## src/hdl/slam_pkg.sv

```systemverilog
// package for the serial link alignment monitor (receiver side of a 64b/66b link)
// assumes a single 25 MHz clock; sync headers arrive one per block from a deserializer
package slam_pkg;
  localparam int unsigned BLOCKS_PER_MB      = 32;
  localparam int unsigned MB_PAYLOAD_BITS    = 2048;
  localparam int unsigned PILOT_WIDTH        = 5;
  localparam logic [4:0]  PILOT_PATTERN      = 5'h01;
  localparam int unsigned EMB_FLAG_POS       = 22;
  localparam int unsigned MB_CNT_W           = 5;
  localparam int unsigned EMB_CNT_W          = 8;
  localparam int unsigned ERR_CNT_W          = 8;
  localparam logic [7:0]  RST_EMB_LEN        = 8'h01;
  localparam logic [7:0]  RST_RBD            = 8'h00;

  typedef enum logic [1:0] {
    SLAM_HUNT   = 2'b00,
    SLAM_VERIFY = 2'b01,
    SLAM_LOCKED = 2'b11
  } slam_lock_e;
endpackage : slam_pkg

```

## src/hdl/slam_err_if.sv

```systemverilog
// interface carrying one error window between the monitor and its error counter
// assumes both ends run on the same clock
`default_nettype none
interface slam_err_if;
  logic tick;
  logic err;
  logic clear;
  logic lost;
  modport mon (output tick, output err, output clear, input lost);
  modport win (input tick, input err, input clear, output lost);
endinterface : slam_err_if
`default_nettype wire

```

## src/hdl/slam_err_window.sv

```systemverilog
// counts errors over a window of ticks and flags loss at a threshold
// assumes tick/err/clear are same-clock pulses
`default_nettype none
module slam_err_window #(
  parameter int unsigned WINDOW    = 64,
  parameter int unsigned THRESHOLD = 4
) (
  input  wire logic clk_in,
  input  wire logic rst_b_in,
  slam_err_if.win   e
);
  import slam_pkg::*;
  initial begin
    if (THRESHOLD < 2 || THRESHOLD > WINDOW || WINDOW > 255) begin
      $error("slam_err_window: bad window/threshold");
    end
  end
  logic [ERR_CNT_W-1:0] tick_reg, tick_next;
  logic [ERR_CNT_W-1:0] err_reg, err_next;
  logic                 lost_reg, lost_next;

  always_comb begin
    tick_next = tick_reg;
    err_next  = err_reg;
    lost_next = 1'b0;
    if (e.clear) begin
      tick_next = '0;
      err_next  = '0;
    end else if (e.tick) begin
      // a single error is tolerated; loss only at the threshold inside a window
      if (e.err && (err_reg + 1'b1) >= ERR_CNT_W'(THRESHOLD)) begin
        lost_next = 1'b1;
        tick_next = '0;
        err_next  = '0;
      end else if (tick_reg == ERR_CNT_W'(WINDOW - 1)) begin
        tick_next = '0;
        err_next  = '0;
      end else begin
        tick_next = tick_reg + 1'b1;
        err_next  = err_reg + {{(ERR_CNT_W-1){1'b0}}, e.err};
      end
    end
  end

  always_ff @(posedge clk_in) begin
    if (!rst_b_in) begin
      tick_reg <= '0;
      err_reg  <= '0;
      lost_reg <= 1'b0;
    end else begin
      tick_reg <= tick_next;
      err_reg  <= err_next;
      lost_reg <= lost_next;
    end
  end
  assign e.lost = lost_reg;
endmodule : slam_err_window
`default_nettype wire

```

## src/hdl/slam_monitor.sv

```systemverilog
// receiver-side alignment monitor and link bring-up control for a 64b/66b link
// assumes header/header_valid come from a deserializer in another domain (synchronised here)
// Functional notes
// - header must be 01 or 10
// - block lock lost after several header errors
// - pilot 00001 ends each multiblock header stream
// - repeated bad pilots drop multiblock lock
// - wrong extended flag repeatedly forces realignment
// - three lock levels tracked, each dropped when a level below it loses lock
// - request sysref after multiblock lock loss (not requested here when a block lock loss drops multiblock lock)
// - clear enable before changing link parameters
// - set enable once parameters are programmed
// - release point offset by rbd frame clocks
// - rbd zero releases on the edge (release_out here comes one cycle after lemc_edge_out)
// - bad release point varies latency
// - data arrives between release points
// - multiblock is 32 blocks, 2048 bits
`default_nettype none
module slam_monitor #(
  parameter int unsigned BLK_WINDOW = 64,
  parameter int unsigned BLK_THRESH = 16,
  parameter int unsigned MB_WINDOW  = 8,
  parameter int unsigned MB_THRESH  = 4,
  parameter int unsigned EMB_WINDOW = 8,
  parameter int unsigned EMB_THRESH = 4,
  parameter int unsigned PE_W       = 4
) (
  input  wire logic            clk_in,
  input  wire logic            rst_b_in,
  input  wire logic [1:0]      header_in,
  input  wire logic            header_valid_in,
  input  wire logic            sysref_done_in,
  input  wire logic            cfg_req_in,
  input  wire logic [7:0]      cfg_emb_len_in,
  input  wire logic [7:0]      cfg_rbd_in,
  input  wire logic [PE_W-1:0] cfg_preemph_in,
  output logic                 link_enable_out,
  output logic [PE_W-1:0]      serializer_preemphasis_level_out,
  output logic                 sysref_req_out,
  output logic                 block_lock_out,
  output logic                 mb_lock_out,
  output logic                 emb_lock_out,
  output logic                 lemc_edge_out,
  output logic                 release_out,
  output logic                 realign_out
);
  import slam_pkg::*;
  initial begin
    if (BLK_THRESH < 2 || MB_THRESH < 2 || EMB_THRESH < 2 || PE_W < 1 || PE_W > 8) begin
      $error("slam_monitor: unsupported parameters");
    end
  end

  // two-flop synchronisers for the header_in and header_valid_in pin inputs
  logic [2:0] s1_reg, s2_reg;
  always_ff @(posedge clk_in) begin
    if (!rst_b_in) begin
      s1_reg <= '0;
      s2_reg <= '0;
    end else begin
      s1_reg <= {header_valid_in, header_in};
      s2_reg <= s1_reg;
    end
  end
  logic [1:0] hdr;
  logic       hv;
  assign hdr = s2_reg[1:0];
  assign hv  = s2_reg[2];

  // enable and configuration sequencing
  logic            en_reg, en_next;
  logic [PE_W-1:0] pe_reg, pe_next;
  logic [7:0]      emb_len_reg, emb_len_next;
  logic [7:0]      rbd_reg, rbd_next;
  logic            cfg_pend_reg, cfg_pend_next;
  always_comb begin
    en_next       = en_reg;
    pe_next       = pe_reg;
    emb_len_next  = emb_len_reg;
    rbd_next      = rbd_reg;
    cfg_pend_next = cfg_pend_reg;
    if (cfg_req_in) begin
      en_next       = 1'b0;
      cfg_pend_next = 1'b1;
    end else if (cfg_pend_reg) begin
      // parameters only change while the link is already held disabled
      pe_next       = cfg_preemph_in;
      emb_len_next  = (cfg_emb_len_in == 8'h00) ? RST_EMB_LEN : cfg_emb_len_in;
      rbd_next      = cfg_rbd_in;
      cfg_pend_next = 1'b0;
      en_next       = 1'b1;
    end
  end
  always_ff @(posedge clk_in) begin
    if (!rst_b_in) begin
      en_reg       <= 1'b0;
      pe_reg       <= '0;
      emb_len_reg  <= RST_EMB_LEN;
      rbd_reg      <= RST_RBD;
      cfg_pend_reg <= 1'b1;
    end else begin
      en_reg       <= en_next;
      pe_reg       <= pe_next;
      emb_len_reg  <= emb_len_next;
      rbd_reg      <= rbd_next;
      cfg_pend_reg <= cfg_pend_next;
    end
  end

  // lock tracking
  logic       hdr_ok;
  assign hdr_ok = hdr[1] ^ hdr[0];
  slam_lock_e            blk_st_reg, blk_st_next;
  slam_lock_e            mb_st_reg, mb_st_next;
  slam_lock_e            emb_st_reg, emb_st_next;
  logic [MB_CNT_W-1:0]   bpos_reg, bpos_next;
  logic [4:0]            tail_reg, tail_next;
  logic                  flag_reg, flag_next;
  logic [EMB_CNT_W-1:0]  mbpos_reg, mbpos_next;
  logic                  sreq_reg, sreq_next;
  logic                  lemc_reg, lemc_next;
  logic [7:0]            rcnt_reg, rcnt_next;
  logic                  rel_arm_reg, rel_arm_next;
  logic                  rel_reg, rel_next;
  logic                  realign_reg, realign_next;

  slam_err_if blk_e ();
  slam_err_if mb_e ();
  slam_err_if emb_e ();
  slam_err_window #(.WINDOW(BLK_WINDOW), .THRESHOLD(BLK_THRESH)) u_blk (
    .clk_in   (clk_in),
    .rst_b_in (rst_b_in),
    .e        (blk_e)
  );
  slam_err_window #(.WINDOW(MB_WINDOW), .THRESHOLD(MB_THRESH)) u_mb (
    .clk_in   (clk_in),
    .rst_b_in (rst_b_in),
    .e        (mb_e)
  );
  slam_err_window #(.WINDOW(EMB_WINDOW), .THRESHOLD(EMB_THRESH)) u_emb (
    .clk_in   (clk_in),
    .rst_b_in (rst_b_in),
    .e        (emb_e)
  );

  logic blk_step, mb_end, pilot_ok, emb_last, flag_ok;
  assign blk_step = hv && en_reg && (blk_st_reg == SLAM_LOCKED);
  assign mb_end   = blk_step && (bpos_reg == MB_CNT_W'(BLOCKS_PER_MB - 1));
  // header stream bit = second header bit; last five bits form the pilot
  assign pilot_ok = ({tail_reg[3:0], hdr[0]} == PILOT_PATTERN);
  assign emb_last = (mbpos_reg == emb_len_reg - 8'h01);
  assign flag_ok  = (flag_reg == emb_last);

  assign blk_e.tick  = hv && en_reg && (blk_st_reg != SLAM_HUNT);
  assign blk_e.err   = !hdr_ok;
  assign blk_e.clear = !en_reg || (blk_st_reg == SLAM_HUNT);
  assign mb_e.tick   = mb_end && (mb_st_reg != SLAM_HUNT);
  assign mb_e.err    = !pilot_ok;
  assign mb_e.clear  = (mb_st_reg == SLAM_HUNT);
  assign emb_e.tick  = mb_end && (emb_st_reg == SLAM_LOCKED);
  assign emb_e.err   = !flag_ok;
  assign emb_e.clear = (emb_st_reg != SLAM_LOCKED);

  always_comb begin
    blk_st_next  = blk_st_reg;
    mb_st_next   = mb_st_reg;
    emb_st_next  = emb_st_reg;
    bpos_next    = bpos_reg;
    tail_next    = tail_reg;
    flag_next    = flag_reg;
    mbpos_next   = mbpos_reg;
    sreq_next    = sreq_reg;
    realign_next = 1'b0;
    // block level
    case (blk_st_reg)
      SLAM_HUNT: begin
        if (hv && en_reg && hdr_ok) blk_st_next = SLAM_VERIFY;
      end
      SLAM_VERIFY: begin
        if (hv) blk_st_next = hdr_ok ? SLAM_LOCKED : SLAM_HUNT;
      end
      SLAM_LOCKED: begin
        if (blk_e.lost) blk_st_next = SLAM_HUNT;
      end
      default: blk_st_next = SLAM_HUNT;
    endcase
    // a disabled link sends nothing meaningful, so block lock cannot survive it
    if (!en_reg) blk_st_next = SLAM_HUNT;
    if (blk_step) begin
      bpos_next = bpos_reg + 1'b1;
      tail_next = {tail_reg[3:0], hdr[0]};
      if (bpos_reg == MB_CNT_W'(EMB_FLAG_POS)) flag_next = hdr[0];
    end
    // multiblock level, independent of the others once blocks lock
    case (mb_st_reg)
      SLAM_HUNT: if (blk_step && pilot_ok) begin
        mb_st_next = SLAM_LOCKED;
        bpos_next  = '0;
      end
      SLAM_LOCKED: if (mb_e.lost) begin
        mb_st_next   = SLAM_HUNT;
        sreq_next    = 1'b1;
        realign_next = 1'b1;
      end
      default: mb_st_next = SLAM_HUNT;
    endcase
    // extended multiblock level
    if (mb_end) mbpos_next = emb_last ? '0 : mbpos_reg + 1'b1;
    case (emb_st_reg)
      SLAM_HUNT: if (mb_end && mb_st_reg == SLAM_LOCKED && flag_reg) begin
        emb_st_next = SLAM_LOCKED;
        mbpos_next  = '0;
      end
      SLAM_LOCKED: if (emb_e.lost || mb_st_next == SLAM_HUNT) begin
        emb_st_next  = SLAM_HUNT;
        sreq_next    = 1'b1;
        realign_next = 1'b1;
      end
      default: emb_st_next = SLAM_HUNT;
    endcase
    // a loss in the sysref_done cycle wins, so the fresh request stands
    if (sysref_done_in && !realign_next) begin
      sreq_next = 1'b0;
    end
    // loss of block lock drops everything above it
    if (blk_st_next != SLAM_LOCKED) begin
      mb_st_next  = SLAM_HUNT;
      emb_st_next = SLAM_HUNT;
    end
  end

  // release point: rbd+1 cycles after lemc_edge_out
  always_comb begin
    lemc_next    = mb_end && emb_last && (emb_st_reg == SLAM_LOCKED);
    rcnt_next    = rcnt_reg;
    rel_arm_next = rel_arm_reg;
    rel_next     = 1'b0;
    if (lemc_reg) begin
      if (rbd_reg == 8'h00) begin
        rel_next = 1'b1;
      end else begin
        rel_arm_next = 1'b1;
        rcnt_next    = rbd_reg;
      end
    end else if (rel_arm_reg) begin
      // limitation: counts frame clocks as core cycles; rbd must stay below the lemc period
      rcnt_next = rcnt_reg - 8'h01;
      if (rcnt_reg == 8'h01) begin
        rel_next     = 1'b1;
        rel_arm_next = 1'b0;
      end
    end
    if (emb_st_reg != SLAM_LOCKED) rel_arm_next = 1'b0;
  end

  always_ff @(posedge clk_in) begin
    if (!rst_b_in) begin
      blk_st_reg  <= SLAM_HUNT;
      mb_st_reg   <= SLAM_HUNT;
      emb_st_reg  <= SLAM_HUNT;
      bpos_reg    <= '0;
      tail_reg    <= '0;
      flag_reg    <= 1'b0;
      mbpos_reg   <= '0;
      sreq_reg    <= 1'b0;
      lemc_reg    <= 1'b0;
      rcnt_reg    <= '0;
      rel_arm_reg <= 1'b0;
      rel_reg     <= 1'b0;
      realign_reg <= 1'b0;
    end else begin
      blk_st_reg  <= blk_st_next;
      mb_st_reg   <= mb_st_next;
      emb_st_reg  <= emb_st_next;
      bpos_reg    <= bpos_next;
      tail_reg    <= tail_next;
      flag_reg    <= flag_next;
      mbpos_reg   <= mbpos_next;
      sreq_reg    <= sreq_next;
      lemc_reg    <= lemc_next;
      rcnt_reg    <= rcnt_next;
      rel_arm_reg <= rel_arm_next;
      rel_reg     <= rel_next;
      realign_reg <= realign_next;
    end
  end

  assign link_enable_out                  = en_reg;
  assign serializer_preemphasis_level_out = pe_reg;
  assign sysref_req_out                   = sreq_reg;
  assign block_lock_out                   = (blk_st_reg == SLAM_LOCKED);
  assign mb_lock_out                      = (mb_st_reg == SLAM_LOCKED);
  assign emb_lock_out                     = (emb_st_reg == SLAM_LOCKED);
  assign lemc_edge_out                    = lemc_reg;
  assign release_out                      = rel_reg;
  assign realign_out                      = realign_reg;
endmodule : slam_monitor
`default_nettype wire

```

## config.mk

```make
export PLATFORM = sky130hd
export DESIGN_NAME = slam_monitor
export DESIGN_NICKNAME = d
export VERILOG_FILES = /design/src/hdl/slam_pkg.sv /design/src/hdl/slam_err_if.sv /design/src/hdl/slam_err_window.sv /design/src/hdl/slam_monitor.sv
export SDC_FILE = /design/constraint.sdc
export NUM_CORES = 1
export LEC_CHECK = 0
export BUFFER_PORTS_ARGS = -buffer_cell sky130_fd_sc_hd__clkbuf_2
export CORE_MARGIN = 1.5
export CORE_UTILIZATION = 48
export CTS_CLUSTER_DIAMETER = 40
export DETAILED_ROUTE_END_ITERATION = 12
export PLACE_DENSITY = 0.68
export REMOVE_ABC_BUFFERS = 1
export SLEW_MARGIN = 20
export SYNTH_ARGS = -nofsm -noshare
export SYNTH_HDL_FRONTEND = slang
export SYNTH_SLANG_ARGS = --single-unit
```

## constraint.sdc

```tcl
create_clock -name clk_in -period 3.1 [get_ports clk_in]
set_clock_uncertainty 0.05 [all_clocks]
set_input_delay 0.155 -clock clk_in [delete_from_list [all_inputs] [get_ports clk_in]]
set_output_delay 0.155 -clock clk_in [all_outputs]
set_load 0.01 [all_outputs]
```

==> impl_metrics.yaml <==
sta:
  layout_min_cycle_time_ns: 3.13
  finalHoldViolations: 0
  tightestPinTransition_ns: 0.847
  postLayoutSetupSlackWorst_ns: -0.0275
  setup-violations-final: 1
  setup_repair_after_global_routing_missed_its_margin: "yes"
  timing.final.crit_share: 1.01
  hold_ws_ns: 0.209
  fmax_mhz: 320
  worst_slew_margin_rel: 0.426
  final-max-slew-violation-count: 0
floorplanning:
  io_pins: 39
  die_y_um: 110
  start_util: 0.497
  dieWidth_um: 110
  floorplan.rows: 38
  core_region_area_sq_mm: 0.0110
  die-area_sq_mm: 0.0120
placement:
  finalWeightedCongestion: 0.814
  number_of_i_o_port_buffers: 38
  hpwlAfterDp_um: 7840
clock_network:
  clock_tree_root_buffer_cell: "sky130_fd_sc_hd__clkbuf_16"
  worst_skew_pair.late_latency_ns: 0.42
  number_of_levels_the_h_tree_was_split_into: 4
  clkSinkCount: 115
  path_clk_slew_ns: 0.06
  cts_made_buffers: 17
  cts_buffer_depth: 2
  clock_tree_from_tritoncts: "done"
yosys:
  postSynthCellCount: 650
  synth_top_cell_by_area: "sky130_fd_sc_hd__dfxtp_1"
  netlist_top_cells_area: "sky130_fd_sc_hd__dfxtp_1, sky130_fd_sc_hd__nand2_1, sky130_fd_sc_hd__xor2_1"
  number_of_enable_type_register_cells_in_the_synthesized_netlist: 0
  dominantRegCellSynth: "sky130_fd_sc_hd__dfxtp_1"
  yosysWarnings: 0
  ys_async_sr_fraction: 0
  top_count_cell_post_synth: "sky130_fd_sc_hd__dfxtp_1"
  synth.ff_latch_count: 115
  yosysTopAreaCellShare: 0.422
  synth.yosys.seq_area_share: 0.422
  post_synth.cell_area_avg_sq_um: 8.40
  synth_common_cells: "sky130_fd_sc_hd__dfxtp_1, sky130_fd_sc_hd__nand2_1, sky130_fd_sc_hd__nor2_1"
  yosys.cell_types.count: 57
  mappedNetlistArea_sq_mm: 0.00546
power_and_ir_drop:
  pint_mw: 2.76
  switching_share: 0.227
  power.ir.vdd_worst_v: 0.000386
  power_frac_seq: 0.424
  pwr-share-clk: 0.524
  pwr_density_cell_mw_per_mm2: 526
  power.net_switching_mw: 0.811
  total_leakage_power_nw: 2.49
  fin_total_pwr_mw: 3.58
  power.share.combinational: 0.053
routing:
  avgViaCountPerCell: 5.46
  1st_iter_drt_viols: 206
  antenna_violating_nets_post_route: 0
  wire_per_inst_um: 13.9
  via_count: 4806
  routed_wirelength_um: 12200
  drcViolationCount: 0
  drt_first_pass_iters: 4
worst_setup_path:
  crit_path_end_kind: "flip-flop"
  worst_setup_path_start_kind: "flip-flop"
  critPathArrivalTime_ns: 3.40
  worst-r2r-cell-count: 12
  r2r_end: "u_emb.err_reg[6]"
  timing.rr.start: "emb_len_reg[4]"
  timing.setup.critical_path_class: "reg2reg"
  worstPathMaxFanout: 2
  timing.critical_path.from: "emb_len_reg[4]"
  timing.critical_path.to: "u_emb.err_reg[6]"
  timing.critical_path.required_ns: 3.38
  ff_to_ff_setup_slack_ns: -0.03
job:
  max_cap_viol_count: 0
final_layout:
  layout-drive-gt1-share: 0.161
  synthToLayoutAreaGrowth_pct: 24.5
  final.fill_count: 944
  finish.net_count: 773
  antenna_cells: 0
outcome:
  outcome: "finished with violations"
  violations: "setup timing"
global_route:
  grt_pass1_wl_um: 20200
  grt_util_all_layers: 0.216
  grt_start_max_net_pins: 36
  via_count_of_the_first_global_routing_pass: 4575
  grt_overflow: 0
  grt_antenna_before_repair: 0
min_path:
  hold_class: "in2reg"
-- repair_timing --
item                                    4_1_cts  5_1_grt
endpoints found under the setup margin        5        7
endpoints found under the hold margin        25        0
setup buffers                                 4        1
gates resized for setup                      10       12
hold buffers                                 25        0
pin swaps                                    14       13
-- final cells by class --
cell class	instances	area, sq um	share of cell area
well taps	140	175	0.0258
flip-flops and latches	115	2310	0.340
inverters	14	52.6	0.00773
repair buffers	87	628	0.0924
clock inverters	11	104	0.0153
clock buffers	21	470	0.0692
multi-input cells	493	3060	0.450
-- routing by layer --
layer / track usage / up-vias / routed length, um
li1: - / 2447 / -
met1: 0.254 / 2249 / 5600
met2: 0.367 / 87 / 5910
met3: 0.0551 / 23 / 431
met4: 0.106 / 0 / 286
met5: 0 / - / 0
-- layout by cell type, fill, tap and decap left out, types with 8 or more instances in the layout --
cell type	n
sky130_fd_sc_hd__o21ai_0	16
sky130_fd_sc_hd__dlygate4sd3_1	25
sky130_fd_sc_hd__a31oi_1	11
sky130_fd_sc_hd__nand2_1	99
sky130_fd_sc_hd__xor2_1	32
sky130_fd_sc_hd__a21oi_1	25
sky130_fd_sc_hd__nand4_1	26
sky130_fd_sc_hd__nor2b_1	11
sky130_fd_sc_hd__clkbuf_2	38
sky130_fd_sc_hd__nand3_1	34
sky130_fd_sc_hd__and2_1	13
sky130_fd_sc_hd__clkbuf_16	17
sky130_fd_sc_hd__dfxtp_1	111
sky130_fd_sc_hd__buf_4	22
sky130_fd_sc_hd__nor3_1	13
sky130_fd_sc_hd__a21boi_0	26
sky130_fd_sc_hd__inv_1	13
sky130_fd_sc_hd__xnor2_1	14
sky130_fd_sc_hd__nor2_1	62
sky130_fd_sc_hd__and3_1	9
sky130_fd_sc_hd__ha_1	15
sky130_fd_sc_hd__nor4_1	8
-- critical path, stage by stage (launching register included) --
cell and delay [ns]:
sky130_fd_sc_hd__dfxtp_2 0.32, sky130_fd_sc_hd__or3_4 0.39, sky130_fd_sc_hd__o31a_1 0.27, sky130_fd_sc_hd__or4_4 0.43
sky130_fd_sc_hd__a2111oi_4 0.34, sky130_fd_sc_hd__xor2_1 0.19, sky130_fd_sc_hd__ha_2 0.23, sky130_fd_sc_hd__ha_4 0.14
sky130_fd_sc_hd__nand3_2 0.08, sky130_fd_sc_hd__or2_4 0.25, sky130_fd_sc_hd__nor2_2 0.07, sky130_fd_sc_hd__nand4_1 0.09
sky130_fd_sc_hd__a31oi_1 0.19
-- logic make-up (layout without fill, tap and decap cells) --
logic type,count (synthesis),after routing,share of synthesized area
AO/OA/AOI/OAI,111,111,0.138
flip-flops,115,115,0.422
adder cells (fa/ha/maj),18,18,0.0413
multiplexers,6,6,0.0119
buffers and inverters,42,133,0.0330
XOR/XNOR,46,46,0.0738
AND/OR/NAND/NOR,312,312,0.280
-- power by group through the flow --
stage / clock (mW) / sequential [mW] / combinational (mW)
floorplan: 0 / 1.55 / 0.0816
global placement: 0 / 1.54 / 0.143
detailed placement: 0 / 1.55 / 0.148
CTS: 1.90 / 1.51 / 0.179
global route: 1.96 / 1.52 / 0.207
finish: 1.87 / 1.52 / 0.188
-- worst min-delay path by stage --
| stage | startpoint | endpoint | slack [ns] | depth (start not counted) |
|---|---|---|---|---|
| after floorplan | rst_b_in | emb_len_reg[0] | 0.19 | 1 |
| after global placement | header_in[1] | s1_reg[1] | 0.32 | 2 |
| after detailed placement | header_in[1] | s1_reg[1] | 0.32 | 2 |
| after CTS | rst_b_in | sysref_req_out | 0.20 | 2 |
| after global routing | rst_b_in | sysref_req_out | 0.24 | 2 |
| final | rst_b_in | tail_reg[0] | 0.21 | 2 |
-- through the flow --
| stage | instance area (sq um) | setup slack, ns | util | TNS, ns | std cells |
|---|---|---|---|---|---|
| floorplan | 5330 | -0.142 | - | -0.142 | 622 |
| detailed placement | 5850 | -0.175 | 0.532 | -0.413 | 820 |
| global placement | 5850 | -0.104 | 0.532 | -0.104 | 820 |
| finish | 6790 | -0.0275 | 0.619 | -0.0275 | 881 |
| global route | 6790 | -0.191 | 0.619 | -0.508 | 881 |
| CTS | 6750 | -0.0979 | 0.614 | -0.279 | 881 |
No activity file was read; power rests on OpenSTA's default activity.
